===== src/design/cmd_slice_consts.svh =====
/*
 * Constants for the command-decoding slice: opcodes, frame layout, status codes,
 * register offsets and field positions.
 * Assumes it is included by bare name wherever these numbers are needed.
 */
`ifndef CMD_SLICE_CONSTS_SVH
`define CMD_SLICE_CONSTS_SVH

`define OP_ACCU_TO_AXIS    8'h22
`define OP_ACCU_TO_GLOBAL  8'h23
`define OP_FLAG_CLEAR      8'h24
`define OP_IRQ_UNMASK      8'h19
`define OP_IRQ_MASK_OFF    8'h1A
`define OP_HANDLER_BIND    8'h25
`define OP_IRQ_RETURN      8'h26

`define IRQ_ALL_NUM        8'hFF
`define STATUS_OK          8'h64
`define STATUS_BAD_CSUM    8'h01
`define STATUS_BAD_CMD     8'h02
`define STATUS_BAD_TYPE    8'h03
`define STATUS_BAD_VALUE   8'h04
`define STATUS_NOT_STORED  8'h06

`define FRAME_LAST         4'h8
`define FRAME_FIRST        4'h0
`define BANK_0             8'h00
`define BANK_2             8'h02
`define BANK_3             8'h03

`define FLAG_SEL_ALL       8'h00
`define FLAG_SEL_MAX       8'h05
`define NUM_FLAGS          5
`define NUM_IRQ            16
`define IRQ_IDX_W          4

`define REG_IRQ_STATUS     4'h0
`define REG_IRQ_MASK       4'h1
`define REG_ERR_FLAGS      4'h2
`define REG_GLOBAL_EN      4'h3
`define REG_ACCU           4'h4
`define REG_PC             4'h5
`define EV_ACCEPT          0
`define EV_REJECT          1
`define EV_IRQ_TAKEN       2
`define NUM_EV             3

`endif


===== src/design/cmd_slice_pkg.sv =====
/*
 * Types for the command-decoding slice.
 * Assumes the constants header is in the include path.
 */
`include "cmd_slice_consts.svh"
package cmd_slice_pkg;
    typedef struct packed {
        logic [7:0]  target;
        logic [7:0]  opcode;
        logic [7:0]  ctype;
        logic [7:0]  bank;
        logic [31:0] value;
        logic [7:0]  csum;
    } cmd_frame_t;

    typedef struct packed {
        logic        valid;
        logic [7:0]  status;
        logic [7:0]  opcode;
        logic [31:0] value;
    } cmd_reply_t;

    typedef struct packed {
        logic        valid;
        logic        global_sel;
        logic [7:0]  index;
        logic [7:0]  bank;
        logic [31:0] data;
    } param_write_t;

    typedef struct packed {
        logic [31:0] accu;
        logic [31:0] xreg;
        logic [7:0]  flags;
        logic [31:0] pc;
    } cpu_ctx_t;
endpackage


===== src/design/cmd_slice.sv =====
/*
 * Command-decoding slice: frame assembly, checksum, accumulator stores,
 * error-flag clearing, interrupt enables, handler vectors, interrupt entry/return,
 * status replies and a small register port with interrupt status/mask.
 * Assumes bytes arrive synchronously on clk_sys, one per strobe, and that the
 * program engine and parameter tables sit outside.
 */
`timescale 1ns/1ns
`include "cmd_slice_consts.svh"

// Notes on behaviour
// RULE_01 - the axis-parameter store opcode writes the accumulator to the typed parameter of the given motor.
// RULE_02 - the global-parameter store opcode writes the accumulator to the typed parameter in bank 0, 2 or 3, ignoring value bytes.
// RULE_03 - every handled command answers with status 100 and a meaningless value.
// RULE_04 - the flag-clear opcode clears only the flags chosen by the type byte.
// RULE_05 - type 0 clears all flags, 1 timeout, 2 external alarm, 3 deviation, 4 position error, 5 shutdown.
// RULE_06 - the unmask opcode sets the enable of the interrupt named by the type byte.
// RULE_07 - unmask with number 255 sets the global interrupt enable instead.
// RULE_08 - the mask-off opcode clears the enable of the interrupt named by the type byte.
// RULE_09 - mask-off with number 255 clears the global enable, blocking all handling.
// RULE_10 - the vector command records the handler entry address for the interrupt number.
// RULE_11 - a later vector command for the same number overwrites the stored address.
// RULE_12 - the vector command runs only from the stored program, not from the host.
// RULE_13 - a frame is target, opcode, type, motor or bank, four value bytes high first, checksum.
// RULE_14 - the vector command is opcode 37 with number in type and address in value.
// RULE_15 - interrupt return restores accumulator, X register, flags and program counter.
// RULE_16 - the checksum is the byte sum of the first eight bytes and a mismatch rejects the frame.
// RULE_17 - an interrupt is taken only with source and global enable set, saving context and jumping.
module cmd_slice (
    input  wire logic                      clk_sys,
    input  wire logic                      sys_rst,
    input  wire logic                      byte_valid,
    input  wire logic [7:0]                byte_data,
    input  wire logic                      from_program,
    input  wire logic [31:0]               accu_in,
    input  wire cmd_slice_pkg::cpu_ctx_t   ctx_in,
    input  wire logic [4:0]                err_set,
    input  wire logic [15:0]               irq_req,
    input  wire logic [3:0]                reg_addr,
    input  wire logic [31:0]               reg_wdata,
    input  wire logic                      reg_wr,
    input  wire logic                      reg_rd,
    output cmd_slice_pkg::cmd_reply_t      reply,
    output cmd_slice_pkg::param_write_t    param_wr,
    output cmd_slice_pkg::cpu_ctx_t        ctx_restore,
    output logic                           ctx_restore_valid,
    output cmd_slice_pkg::cpu_ctx_t        ctx_saved,
    output logic                           irq_jump,
    output logic [31:0]                    irq_jump_addr,
    output logic [4:0]                     err_flags,
    output logic [31:0]                    reg_rdata,
    output logic                           irq_out
);
    import cmd_slice_pkg::*;

    typedef enum logic [2:0] {
        ST_IDLE   = 3'b001,
        ST_EXEC   = 3'b010,
        ST_INTR   = 3'b100
    } state_t;

    state_t              state;
    cmd_frame_t          frame;
    logic [3:0]          byte_cnt;
    logic [7:0]          csum_acc;
    logic                frame_src_prog;
    logic [15:0]         src_en;
    logic                global_en;
    logic                in_handler;
    logic [31:0]         vector [`NUM_IRQ];
    logic [`NUM_IRQ-1:0] vector_set;
    logic [`NUM_EV-1:0]  ev_status;
    logic [`NUM_EV-1:0]  ev_mask;
    logic [`NUM_EV-1:0]  ev_pulse;
    logic [`IRQ_IDX_W-1:0] pick;
    logic                pick_ok;
    logic [4:0]          clr_mask;
    logic                csum_ok;

    assign csum_ok = (csum_acc == frame.csum); // RULE_16

    // frame assembly; checksum tracked as bytes arrive
    always_ff @(posedge clk_sys or posedge sys_rst) begin
        if (sys_rst) begin
            frame          <= '0;
            byte_cnt       <= `FRAME_FIRST;
            csum_acc       <= 8'h00;
            frame_src_prog <= 1'b0;
        end else if (state != ST_IDLE) begin
            byte_cnt <= `FRAME_FIRST;
        end else if (byte_valid) begin
            frame <= {frame[63:0], byte_data}; // RULE_13
            if (byte_cnt == `FRAME_FIRST) begin
                csum_acc       <= byte_data;
                frame_src_prog <= from_program;
            end else if (byte_cnt != `FRAME_LAST) begin
                csum_acc <= csum_acc + byte_data; // RULE_16
            end
            byte_cnt <= (byte_cnt == `FRAME_LAST) ? `FRAME_FIRST : byte_cnt + 4'h1;
        end
    end

    // highest-priority pending enabled source
    always_comb begin
        pick    = '0;
        pick_ok = 1'b0;
        for (int i = `NUM_IRQ - 1; i >= 0; i--) begin
            if (irq_req[i] && src_en[i] && vector_set[i]) begin
                pick    = i[`IRQ_IDX_W-1:0];
                pick_ok = 1'b1;
            end
        end
    end

    always_ff @(posedge clk_sys or posedge sys_rst) begin
        if (sys_rst) begin
            state <= ST_IDLE;
        end else begin
            case (state)
                ST_IDLE: begin
                    if (byte_valid && byte_cnt == `FRAME_LAST) begin
                        state <= ST_EXEC;
                    end else if (pick_ok && global_en && !in_handler) begin
                        state <= ST_INTR; // RULE_17
                    end
                end
                ST_EXEC: state <= ST_IDLE;
                ST_INTR: state <= ST_IDLE;
                default: state <= ST_IDLE;
            endcase
        end
    end

    // flag-clear selection
    always_comb begin
        clr_mask = 5'h00;
        if (frame.ctype == `FLAG_SEL_ALL) begin
            clr_mask = 5'h1F; // RULE_05
        end else if (frame.ctype <= `FLAG_SEL_MAX) begin
            clr_mask[frame.ctype[2:0] - 3'h1] = 1'b1; // RULE_05
        end
    end

    logic exec_ok;
    assign exec_ok = (state == ST_EXEC) && csum_ok;

    // command execution and reply
    always_ff @(posedge clk_sys or posedge sys_rst) begin
        if (sys_rst) begin
            reply    <= '0;
            param_wr <= '0;
            ev_pulse <= '0;
        end else begin
            reply.valid    <= 1'b0;
            param_wr.valid <= 1'b0;
            ev_pulse       <= '0;
            if (state == ST_EXEC) begin
                reply.valid  <= 1'b1;
                reply.opcode <= frame.opcode;
                reply.value  <= 32'h0000_0000;
                reply.status <= `STATUS_OK; // RULE_03
                ev_pulse[`EV_ACCEPT] <= csum_ok;
                ev_pulse[`EV_REJECT] <= !csum_ok;
                if (!csum_ok) begin
                    reply.status <= `STATUS_BAD_CSUM; // RULE_16
                end else begin
                    case (frame.opcode)
                        `OP_ACCU_TO_AXIS: begin
                            param_wr <= '{1'b1, 1'b0, frame.ctype, frame.bank, accu_in}; // RULE_01
                        end
                        `OP_ACCU_TO_GLOBAL: begin
                            if (frame.bank == `BANK_0 || frame.bank == `BANK_2
                                || frame.bank == `BANK_3) begin
                                param_wr <= '{1'b1, 1'b1, frame.ctype, frame.bank, accu_in}; // RULE_02
                            end else begin
                                reply.status <= `STATUS_BAD_VALUE;
                            end
                        end
                        `OP_FLAG_CLEAR: begin
                            if (frame.ctype > `FLAG_SEL_MAX) begin
                                reply.status <= `STATUS_BAD_TYPE;
                            end
                        end
                        `OP_HANDLER_BIND: begin
                            if (!frame_src_prog) begin
                                reply.status <= `STATUS_NOT_STORED; // RULE_12
                            end
                        end
                        `OP_IRQ_UNMASK, `OP_IRQ_MASK_OFF, `OP_IRQ_RETURN: begin
                        end
                        default: reply.status <= `STATUS_BAD_CMD;
                    endcase
                end
            end
        end
    end

    // error flags: hardware set wins over a clear in the same cycle
    always_ff @(posedge clk_sys or posedge sys_rst) begin
        if (sys_rst) begin
            err_flags <= 5'h00;
        end else if (exec_ok && frame.opcode == `OP_FLAG_CLEAR) begin
            err_flags <= (err_flags & ~clr_mask) | err_set; // RULE_04
        end else begin
            err_flags <= err_flags | err_set;
        end
    end

    // interrupt enables
    always_ff @(posedge clk_sys or posedge sys_rst) begin
        if (sys_rst) begin
            src_en    <= 16'h0000;
            global_en <= 1'b0;
        end else if (exec_ok && frame.opcode == `OP_IRQ_UNMASK) begin
            if (frame.ctype == `IRQ_ALL_NUM) begin
                global_en <= 1'b1; // RULE_07
            end else if (frame.ctype < `NUM_IRQ) begin
                src_en[frame.ctype[`IRQ_IDX_W-1:0]] <= 1'b1; // RULE_06
            end
        end else if (exec_ok && frame.opcode == `OP_IRQ_MASK_OFF) begin
            if (frame.ctype == `IRQ_ALL_NUM) begin
                global_en <= 1'b0; // RULE_09
            end else if (frame.ctype < `NUM_IRQ) begin
                src_en[frame.ctype[`IRQ_IDX_W-1:0]] <= 1'b0; // RULE_08
            end
        end
    end

    // handler vectors; table is cleared valid bits, words hold no reset
    always_ff @(posedge clk_sys or posedge sys_rst) begin
        if (sys_rst) begin
            vector_set <= '0;
        end else if (exec_ok && frame.opcode == `OP_HANDLER_BIND && frame_src_prog
                     && frame.ctype < `NUM_IRQ) begin
            vector_set[frame.ctype[`IRQ_IDX_W-1:0]] <= 1'b1; // RULE_14
        end
    end

    always_ff @(posedge clk_sys) begin
        if (exec_ok && frame.opcode == `OP_HANDLER_BIND && frame_src_prog
            && frame.ctype < `NUM_IRQ) begin
            vector[frame.ctype[`IRQ_IDX_W-1:0]] <= frame.value; // RULE_10 RULE_11
        end
    end

    // interrupt entry and return
    always_ff @(posedge clk_sys or posedge sys_rst) begin
        if (sys_rst) begin
            ctx_saved         <= '0;
            ctx_restore       <= '0;
            ctx_restore_valid <= 1'b0;
            irq_jump          <= 1'b0;
            irq_jump_addr     <= 32'h0000_0000;
            in_handler        <= 1'b0;
        end else begin
            irq_jump          <= 1'b0;
            ctx_restore_valid <= 1'b0;
            if (state == ST_INTR) begin
                ctx_saved     <= ctx_in; // RULE_17
                irq_jump      <= 1'b1;
                irq_jump_addr <= vector[pick];
                in_handler    <= 1'b1;
            end else if (exec_ok && frame.opcode == `OP_IRQ_RETURN && in_handler) begin
                ctx_restore       <= ctx_saved; // RULE_15
                ctx_restore_valid <= 1'b1;
                in_handler        <= 1'b0;
            end
        end
    end

    logic ev_pulse_irq;
    assign ev_pulse_irq = (state == ST_INTR);

    // sticky event status, write one to clear; a new event wins
    always_ff @(posedge clk_sys or posedge sys_rst) begin
        if (sys_rst) begin
            ev_status <= '0;
            ev_mask   <= '0;
        end else begin
            if (reg_wr && reg_addr == `REG_IRQ_MASK) begin
                ev_mask <= reg_wdata[`NUM_EV-1:0];
            end
            if (reg_wr && reg_addr == `REG_IRQ_STATUS) begin
                ev_status <= (ev_status & ~reg_wdata[`NUM_EV-1:0]) | ev_pulse
                             | {ev_pulse_irq, 2'b00};
            end else begin
                ev_status <= ev_status | ev_pulse | {ev_pulse_irq, 2'b00};
            end
        end
    end

    always_ff @(posedge clk_sys or posedge sys_rst) begin
        if (sys_rst) begin
            irq_out <= 1'b0;
        end else begin
            irq_out <= |((ev_status | ev_pulse | {ev_pulse_irq, 2'b00}) & ev_mask);
        end
    end

    always_ff @(posedge clk_sys or posedge sys_rst) begin
        if (sys_rst) begin
            reg_rdata <= 32'h0000_0000;
        end else if (reg_rd) begin
            case (reg_addr)
                `REG_IRQ_STATUS: reg_rdata <= {29'h0, ev_status};
                `REG_IRQ_MASK:   reg_rdata <= {29'h0, ev_mask};
                `REG_ERR_FLAGS:  reg_rdata <= {27'h0, err_flags};
                `REG_GLOBAL_EN:  reg_rdata <= {15'h0, global_en, src_en};
                `REG_ACCU:       reg_rdata <= accu_in;
                `REG_PC:         reg_rdata <= irq_jump_addr;
                default:         reg_rdata <= 32'h0000_0000;
            endcase
        end else begin
            reg_rdata <= 32'h0000_0000;
        end
    end

    a_axis_store: assert property (@(posedge clk_sys) disable iff (sys_rst)
        (exec_ok && frame.opcode == `OP_ACCU_TO_AXIS) |=>
        (param_wr.valid && !param_wr.global_sel && param_wr.data == $past(accu_in)))
        else $error("axis store missing"); // RULE_01
    a_global_bank: assert property (@(posedge clk_sys) disable iff (sys_rst)
        (param_wr.valid && param_wr.global_sel) |->
        (param_wr.bank == `BANK_0 || param_wr.bank == `BANK_2 || param_wr.bank == `BANK_3))
        else $error("global store to bad bank"); // RULE_02
    a_reply_ok: assert property (@(posedge clk_sys) disable iff (sys_rst)
        (exec_ok && frame.opcode == `OP_FLAG_CLEAR && frame.ctype <= `FLAG_SEL_MAX)
        |=> (reply.valid && reply.status == `STATUS_OK))
        else $error("reply status not ok"); // RULE_03
    a_clear_all: assert property (@(posedge clk_sys) disable iff (sys_rst)
        (exec_ok && frame.opcode == `OP_FLAG_CLEAR && frame.ctype == `FLAG_SEL_ALL)
        |=> (err_flags == $past(err_set)))
        else $error("clear all left flags"); // RULE_05
    a_global_on: assert property (@(posedge clk_sys) disable iff (sys_rst)
        (exec_ok && frame.opcode == `OP_IRQ_UNMASK && frame.ctype == `IRQ_ALL_NUM)
        |=> (global_en && $stable(src_en)))
        else $error("global enable not set"); // RULE_07
    a_global_off: assert property (@(posedge clk_sys) disable iff (sys_rst)
        (exec_ok && frame.opcode == `OP_IRQ_MASK_OFF && frame.ctype == `IRQ_ALL_NUM)
        |=> !global_en)
        else $error("global enable not cleared"); // RULE_09
    a_bind_host: assert property (@(posedge clk_sys) disable iff (sys_rst)
        (exec_ok && frame.opcode == `OP_HANDLER_BIND && !frame_src_prog)
        |=> (reply.status == `STATUS_NOT_STORED && $stable(vector_set)))
        else $error("host vector accepted"); // RULE_12
    a_bad_csum: assert property (@(posedge clk_sys) disable iff (sys_rst)
        (state == ST_EXEC && !csum_ok) |=> (reply.status == `STATUS_BAD_CSUM && !param_wr.valid))
        else $error("bad checksum accepted"); // RULE_16
    a_irq_gate: assert property (@(posedge clk_sys) disable iff (sys_rst)
        irq_jump |-> $past(global_en, 2))
        else $error("interrupt taken while disabled"); // RULE_17
    a_return_ctx: assert property (@(posedge clk_sys) disable iff (sys_rst)
        ctx_restore_valid |-> (ctx_restore == ctx_saved && !in_handler))
        else $error("context not restored"); // RULE_15
endmodule // cmd_slice


===== config.mk =====
export PLATFORM = sky130hd
export DESIGN_NAME = cmd_slice
export DESIGN_NICKNAME = d
export VERILOG_FILES = /design/src/design/cmd_slice_pkg.sv /design/src/design/cmd_slice.sv
export VERILOG_INCLUDE_DIRS = /design/src /design/src/design
export SDC_FILE = /design/constraint.sdc
export NUM_CORES = 2
export LEC_CHECK = 0
export ABC_AREA = 1
export BUFFER_PORTS_ARGS = -buffer_cell sky130_fd_sc_hd__buf_2
export CAP_MARGIN = 20
export CORE_MARGIN = 1
export CORE_UTILIZATION = 42
export CTS_CLUSTER_SIZE = 28
export DETAILED_ROUTE_END_ITERATION = 7
export SLEW_MARGIN = 10
export SYNTH_ARGS = -nofsm -noshare
export SYNTH_HDL_FRONTEND = slang
export SYNTH_SLANG_ARGS = --single-unit

===== constraint.sdc =====
create_clock -name clk_sys -period 46.8 [get_ports clk_sys]
set_clock_uncertainty 0.15 [all_clocks]
set_input_delay 14.04 -clock clk_sys [delete_from_list [all_inputs] [get_ports clk_sys]]
set_output_delay 14.04 -clock clk_sys [all_outputs]
set_load 0.02 [all_outputs]

Yosys cells after proc, flatten, opt, wreduce, memory -nomap -nowiden
Memories as Yosys holds them, arrays and structs flattened. A register that Yosys moved wholly into a read port is not among the register bits.
Index checks and enable logic that the tools add are counted.
Widths: inputs -> output; s select.
{"block": "op_classes", "n_div": 0, "magnitude_cmp": 7, "multipliers": 0, "n_reduce_logical": 70, "shift": 0, "n_eq_ne": 24, "mux": 78, "addsub": 3, "bitwise_logic": 18}
{"op": "$pmux 32 s6", "n": 1}
{"op": "$mux 50", "n": 3}
{"op": "$pmux 50 s2", "n": 1}
{"op": "$mux 16", "n": 6}
{"op": "$mux 4", "n": 19}
{"op": "$mux 49", "n": 1}
{"op": "$logic_and 1x1->1", "n": 48}
{"op": "$eq 8x6->1 const B", "n": 5}
{"op": "$mux 32", "n": 1}
{"op": "$or 16x16->16", "n": 2}
{"op": "$mux 1", "n": 29}
{"op": "$mux 7", "n": 4}
{"op": "$pmux 7 s4", "n": 1}
{"op": "$and 16x16->16", "n": 1}
{"op": "$eq 8x2->1 const B", "n": 2}
{"op": "$eq 8x5->1 const B", "n": 2}
{"op": "$logic_not 8->1", "n": 2}
{"op": "$mux 8", "n": 2}
{"op": "$not 16->16", "n": 1}
{"op": "$mux 5", "n": 3}
{"op": "$mux 3", "n": 4}
{"op": "$or 5x5->5", "n": 2}
{"op": "$reduce_bool 2->1", "n": 5}
{"op": "$reduce_and 3->1", "n": 3}
{"op": "other kinds (40)", "n": 52}
{"block": "totals", "register_bits": 437, "wordCells": 238, "mem_bits_rw": 512, "mem_bits_ro": 0, "latch_bits": 0, "memories": 1, "input_bits": 207}
{"memory": "vector", "depth": 16, "width": 32, "read_ports": 1, "rd_ports_with_merged_regs": 1, "wr": 1, "line_no": "cmd_slice.sv:70", "text": "logic [31:0] vector [`NUM_IRQ];"}

Depth between registers and ports, before layout
{"block": "logic_depth", "word_depth": 23, "mapped_depth": 27}

Least setup slack after synthesis
No wires, ideal clock.
{"block": "synth_path", "path_type": "in2reg", "from": "input irq_req[15]", "to": "register irq_jump_addr[10] (read register of vector)", "path_buffers": 2, "required_ns": 46.533, "cell_stages": 27, "setup_time_ns": 0.117, "arrival_time_ns": 15.603, "path_slack_ns": 30.930, "cell_sequence": "nand2_1 -> nor2_1 -> nand2_1 -> nand2_1 -> nand2_1 -> nand2_1 -> nand2_1 -> nand2_1 -> nand2_1 -> nand2_1 -> nand2_1 -> nand2_1 -> nand2_1 -> nand2_1 -> nand2_1 -> nand2_4 -> nand2_4 -> buf_6 -> buf_4 -> nand2_1 -> nand2_1 -> nand2_1 -> nand3_1 -> nand3_1 -> nand2_1 -> nand2_1 -> nand2_1"}
{"block": "synth_via", "elab_chain_len": 18}
{"item": "start, declared", "line_no": "cmd_slice.sv:38", "text": "input wire logic [15:0] irq_req,"}
{"item": "$logic_and 1x1->1 (2 in a row)", "line_no": "cmd_slice.sv:108", "text": "if (irq_req[i] && src_en[i] && vector_set[i]) begin"}
{"item": "$mux 4 (16 in a row)", "line_no": "cmd_slice.sv:108"}
{"item": "end, declared", "line_no": "cmd_slice.sv:49", "text": "output logic [31:0] irq_jump_addr,"}
No other way between the ends.
A chain may end at the register's enable or synchronous reset.

Worst setup path in the final report
{"block": "layout_path", "from": "input irq_req[15]", "to": "register irq_jump_addr[28] (read register of vector)"}
Same word-level chain as after synthesis.

==> flow_summary.yaml <==
run_status:
  run_status: "finished clean"
drt:
  drtIter0Drc: 3356
  wirelength_um: 125000
  drc: 0
  dr.pass1.iters: 6
  ant_nets: 0
  wl_per_cell_um: 20.9
  via_per_inst: 5.20
  num_vias: 30920
worst_setup_path:
  path_max_fanout: 98
  required_ns: 47.24
  crit_path_end_kind: "flop"
  cpMostUsedCell: "nand2_1"
  crit_type: "primary input to flop"
  reg2reg_slack_ns: 41.97
  cp-start-kind: "primary input"
  max_stage_delay_ns: 0.87
  rr_worst_depth: 26
  slowest_stage: "buf_4"
  cp_data_arrival_time_ns: 18.31
  r2r-end: "irq_jump_addr[28]"
die:
  start_util_pct: 42.6
  pin_count: 586
  die_y_um: 316
  die-area_um2: 100000
  fp.dieW_um: 316
  rows: 114
  core_um2: 97300
grt:
  antenna_found_initial: 10
  grt-ovfl-total: 0
  met1_usage_pct: 36.0
  grt_pass1_vias: 28634
  use_met3_pct: 4.72
  grt_pass1_wl_um: 182000
  grt_max_degree: 125
  track_usage_pct: 24.3
  busiest_layer: "met2"
  use_met2_pct: 36.6
timing:
  slew_viol_final: 0
  period_share_pct: 38.2
  setup_viol: 0
  period_minus_slack_ns: 17.86
  relSlewSlack_pct: 25.3
  fmax_ghz: 0.0560
  rsz0062_at_grt: "false"
  hold_violations: 0
  finalSetupTns_ns: 0
  setup_ws_ns: 28.94
  tightestPinTransition_ns: 1.12
  holdWs_ns: 0.322
synth:
  synth_seq_cells: 977
  avgSynthCellArea_um2: 10.0
  yosys.area.top_type: "edfxtp_1"
  yosys.cell_types.count: 47
  synth_cells: 4131
  synth_area_um2: 41500
  yosysTopAreaCellShare_pct: 37.1
  netlist_top_cells_area: "edfxtp_1 37%, dfrtp_1 28%, nand2_1 8.4%, nand3_1 8.0%, inv_1 5.2%"
  seq_area_frac_synth_pct: 65.1
  yosysWarnings: 0
place:
  placed_cell_area_um2: 45000
  hpwlAfterDp_um: 76400
  place_ws_ns: 28.27
  port_buffers: 521
  routabilityCongestion: 0.880
power_and_ir_drop:
  sw_frac_of_total_pct: 25.5
  p_per_area_nw_per_um2: 41.1
  seq_power_share_pct: 52.8
  internal_power_mw: 1.48
  leakagePower_nw: 22.4
  ir_drop_v: 0.0000249
  switching_power_mw: 0.505
  p_comb_share_pct: 7.4
  clkPwrFrac_pct: 39.9
final_layout:
  drive_gt1_share_pct: 16.8
  nFillCells: 8993
  fin_nets: 4804
  final_cell_mix: "931 x nand2_1, 660 x nand3_1, 567 x inv_1"
  final_util_pct: 49.6
  area_growth_pct: 16.4
  design_area_um2: 48300
  final_common_cell: "nand2_1"
clocking:
  post_cts_buffers: 0
  cts_tree: "done"
  cts_max_path_buffers: 3
  clock_sinks: 977
  cts-root-buf: "clkbuf_16"
  cts_buffers: 99
  hold_buffers: 0
  clkTransAtPathRegs_ns: 0.06
  cts_resized: 0
  h-tree-depth: 3
  worstSkewPairLatency_ns: 0.67
min_path:
  holdCritStartpoint: "vector_set[8]"
  hold_class: "flop to flop"
  hold_depth: 1
  hold_path_end: "vector_set[8]"
run:
  maxCapViolCount: 0
-- worst max-delay path by stage --
stage / start / to / slack [ns] / depth (start not counted)
2_1_floorplan: sys_rst / async pin / 19.64 / 1
3_3_place_gp: irq_req[15] / irq_jump_addr[7] / 28.19 / 27
3_5_place_dp: irq_req[15] / irq_jump_addr[28] / 28.27 / 26
4_1_cts: irq_req[15] / irq_jump_addr[28] / 28.95 / 26
5_1_grt: irq_req[15] / irq_jump_addr[28] / 28.58 / 27
6_report: irq_req[15] / irq_jump_addr[28] / 28.94 / 27
-- synthesized netlist by cell type, drive strengths merged --
master   instances
nand2          933
nand3          661
inv            574
edfxtp         512
dfrtp          464
o21ai          290
nor2           150
buf            135
clkbuf         128
nand3b          64
a21oi           56
nor3            30
or2             17
mux2i           16
ha              14
o211ai          13
a31oi           12
nand4           11
nor4             9
xor2             8
a211oi           6
o21bai           6
clkinv           4
xnor2            4
a2111oi          2
o221ai           2
a41oi            1
conb             1
dfstp            1
fa               1
mux2             1
nor3b            1
o2111ai          1
o22a             1
o22ai            1
o31ai            1
-- sequential cells by signal, summed over array words and instances (netlist names), 16 cells and up, named ones only --
signal and count:
irq_jump_addr 32, param_wr 50, reg_rdata 32, ctx_restore 104
vector_set 16, frame 64, vector 512, ctx_saved 104
-- metrics by stage --
step,power (mW),cells
floorplan,1.13,4165
finish,1.98,5949
global route,2.05,5949
detailed placement,1.21,5755
global placement,1.20,5754
CTS,1.99,5943
-- area by class of cell --
cell class,count,area [µm²],share of cell area [%]
multi-input cells,2347,11100,23.1
flip-flops and latches,977,27000,56.0
clock buffers,151,2890,5.98
repair buffers,579,3100,6.43
well taps,1276,1600,3.31
clock inverters,37,342,0.708
diodes,4,10.0,0.0207
inverters,578,2180,4.52
-- power groups by stage --
stage	combinational [mW]	clock, mW	sequential, mW
final	0.146	0.790	1.05
after global routing	0.165	0.834	1.05
after CTS	0.145	0.801	1.05
after detailed placement	0.145	0	1.06
after global placement	0.142	0	1.06
after floorplan	0.0966	0	1.04
-- per-layer routing --
layer | wire [µm] | vias to the layer above
met1 | 54200 | 15073
li1 | - | 14395
met3 | 10400 | 194
met2 | 57000 | 1250
met4 | 2890 | 8
met5 | 54 | -
-- cells by family (layout without fill, tap and decap cells) --
group,count (synthesis),in the layout,synth area share [%]
muxes,17,17,0.413
DFF,977,977,65.1
buffers and inverters,841,1345,8.76
other,1,39,0.00904
adders and majority gates,15,15,0.471
xor gates and xnor gates,12,12,0.253
and+or+nand+nor,1876,1876,20.0
AOI/OAI and AO/OA,392,392,4.99
-- worst max-delay path: cells and delay by family --
kind          cells  cell delay (ns)
simple gates     24             2.37
buf+inv           3             1.78
Power figures use the tool's default switching activity.
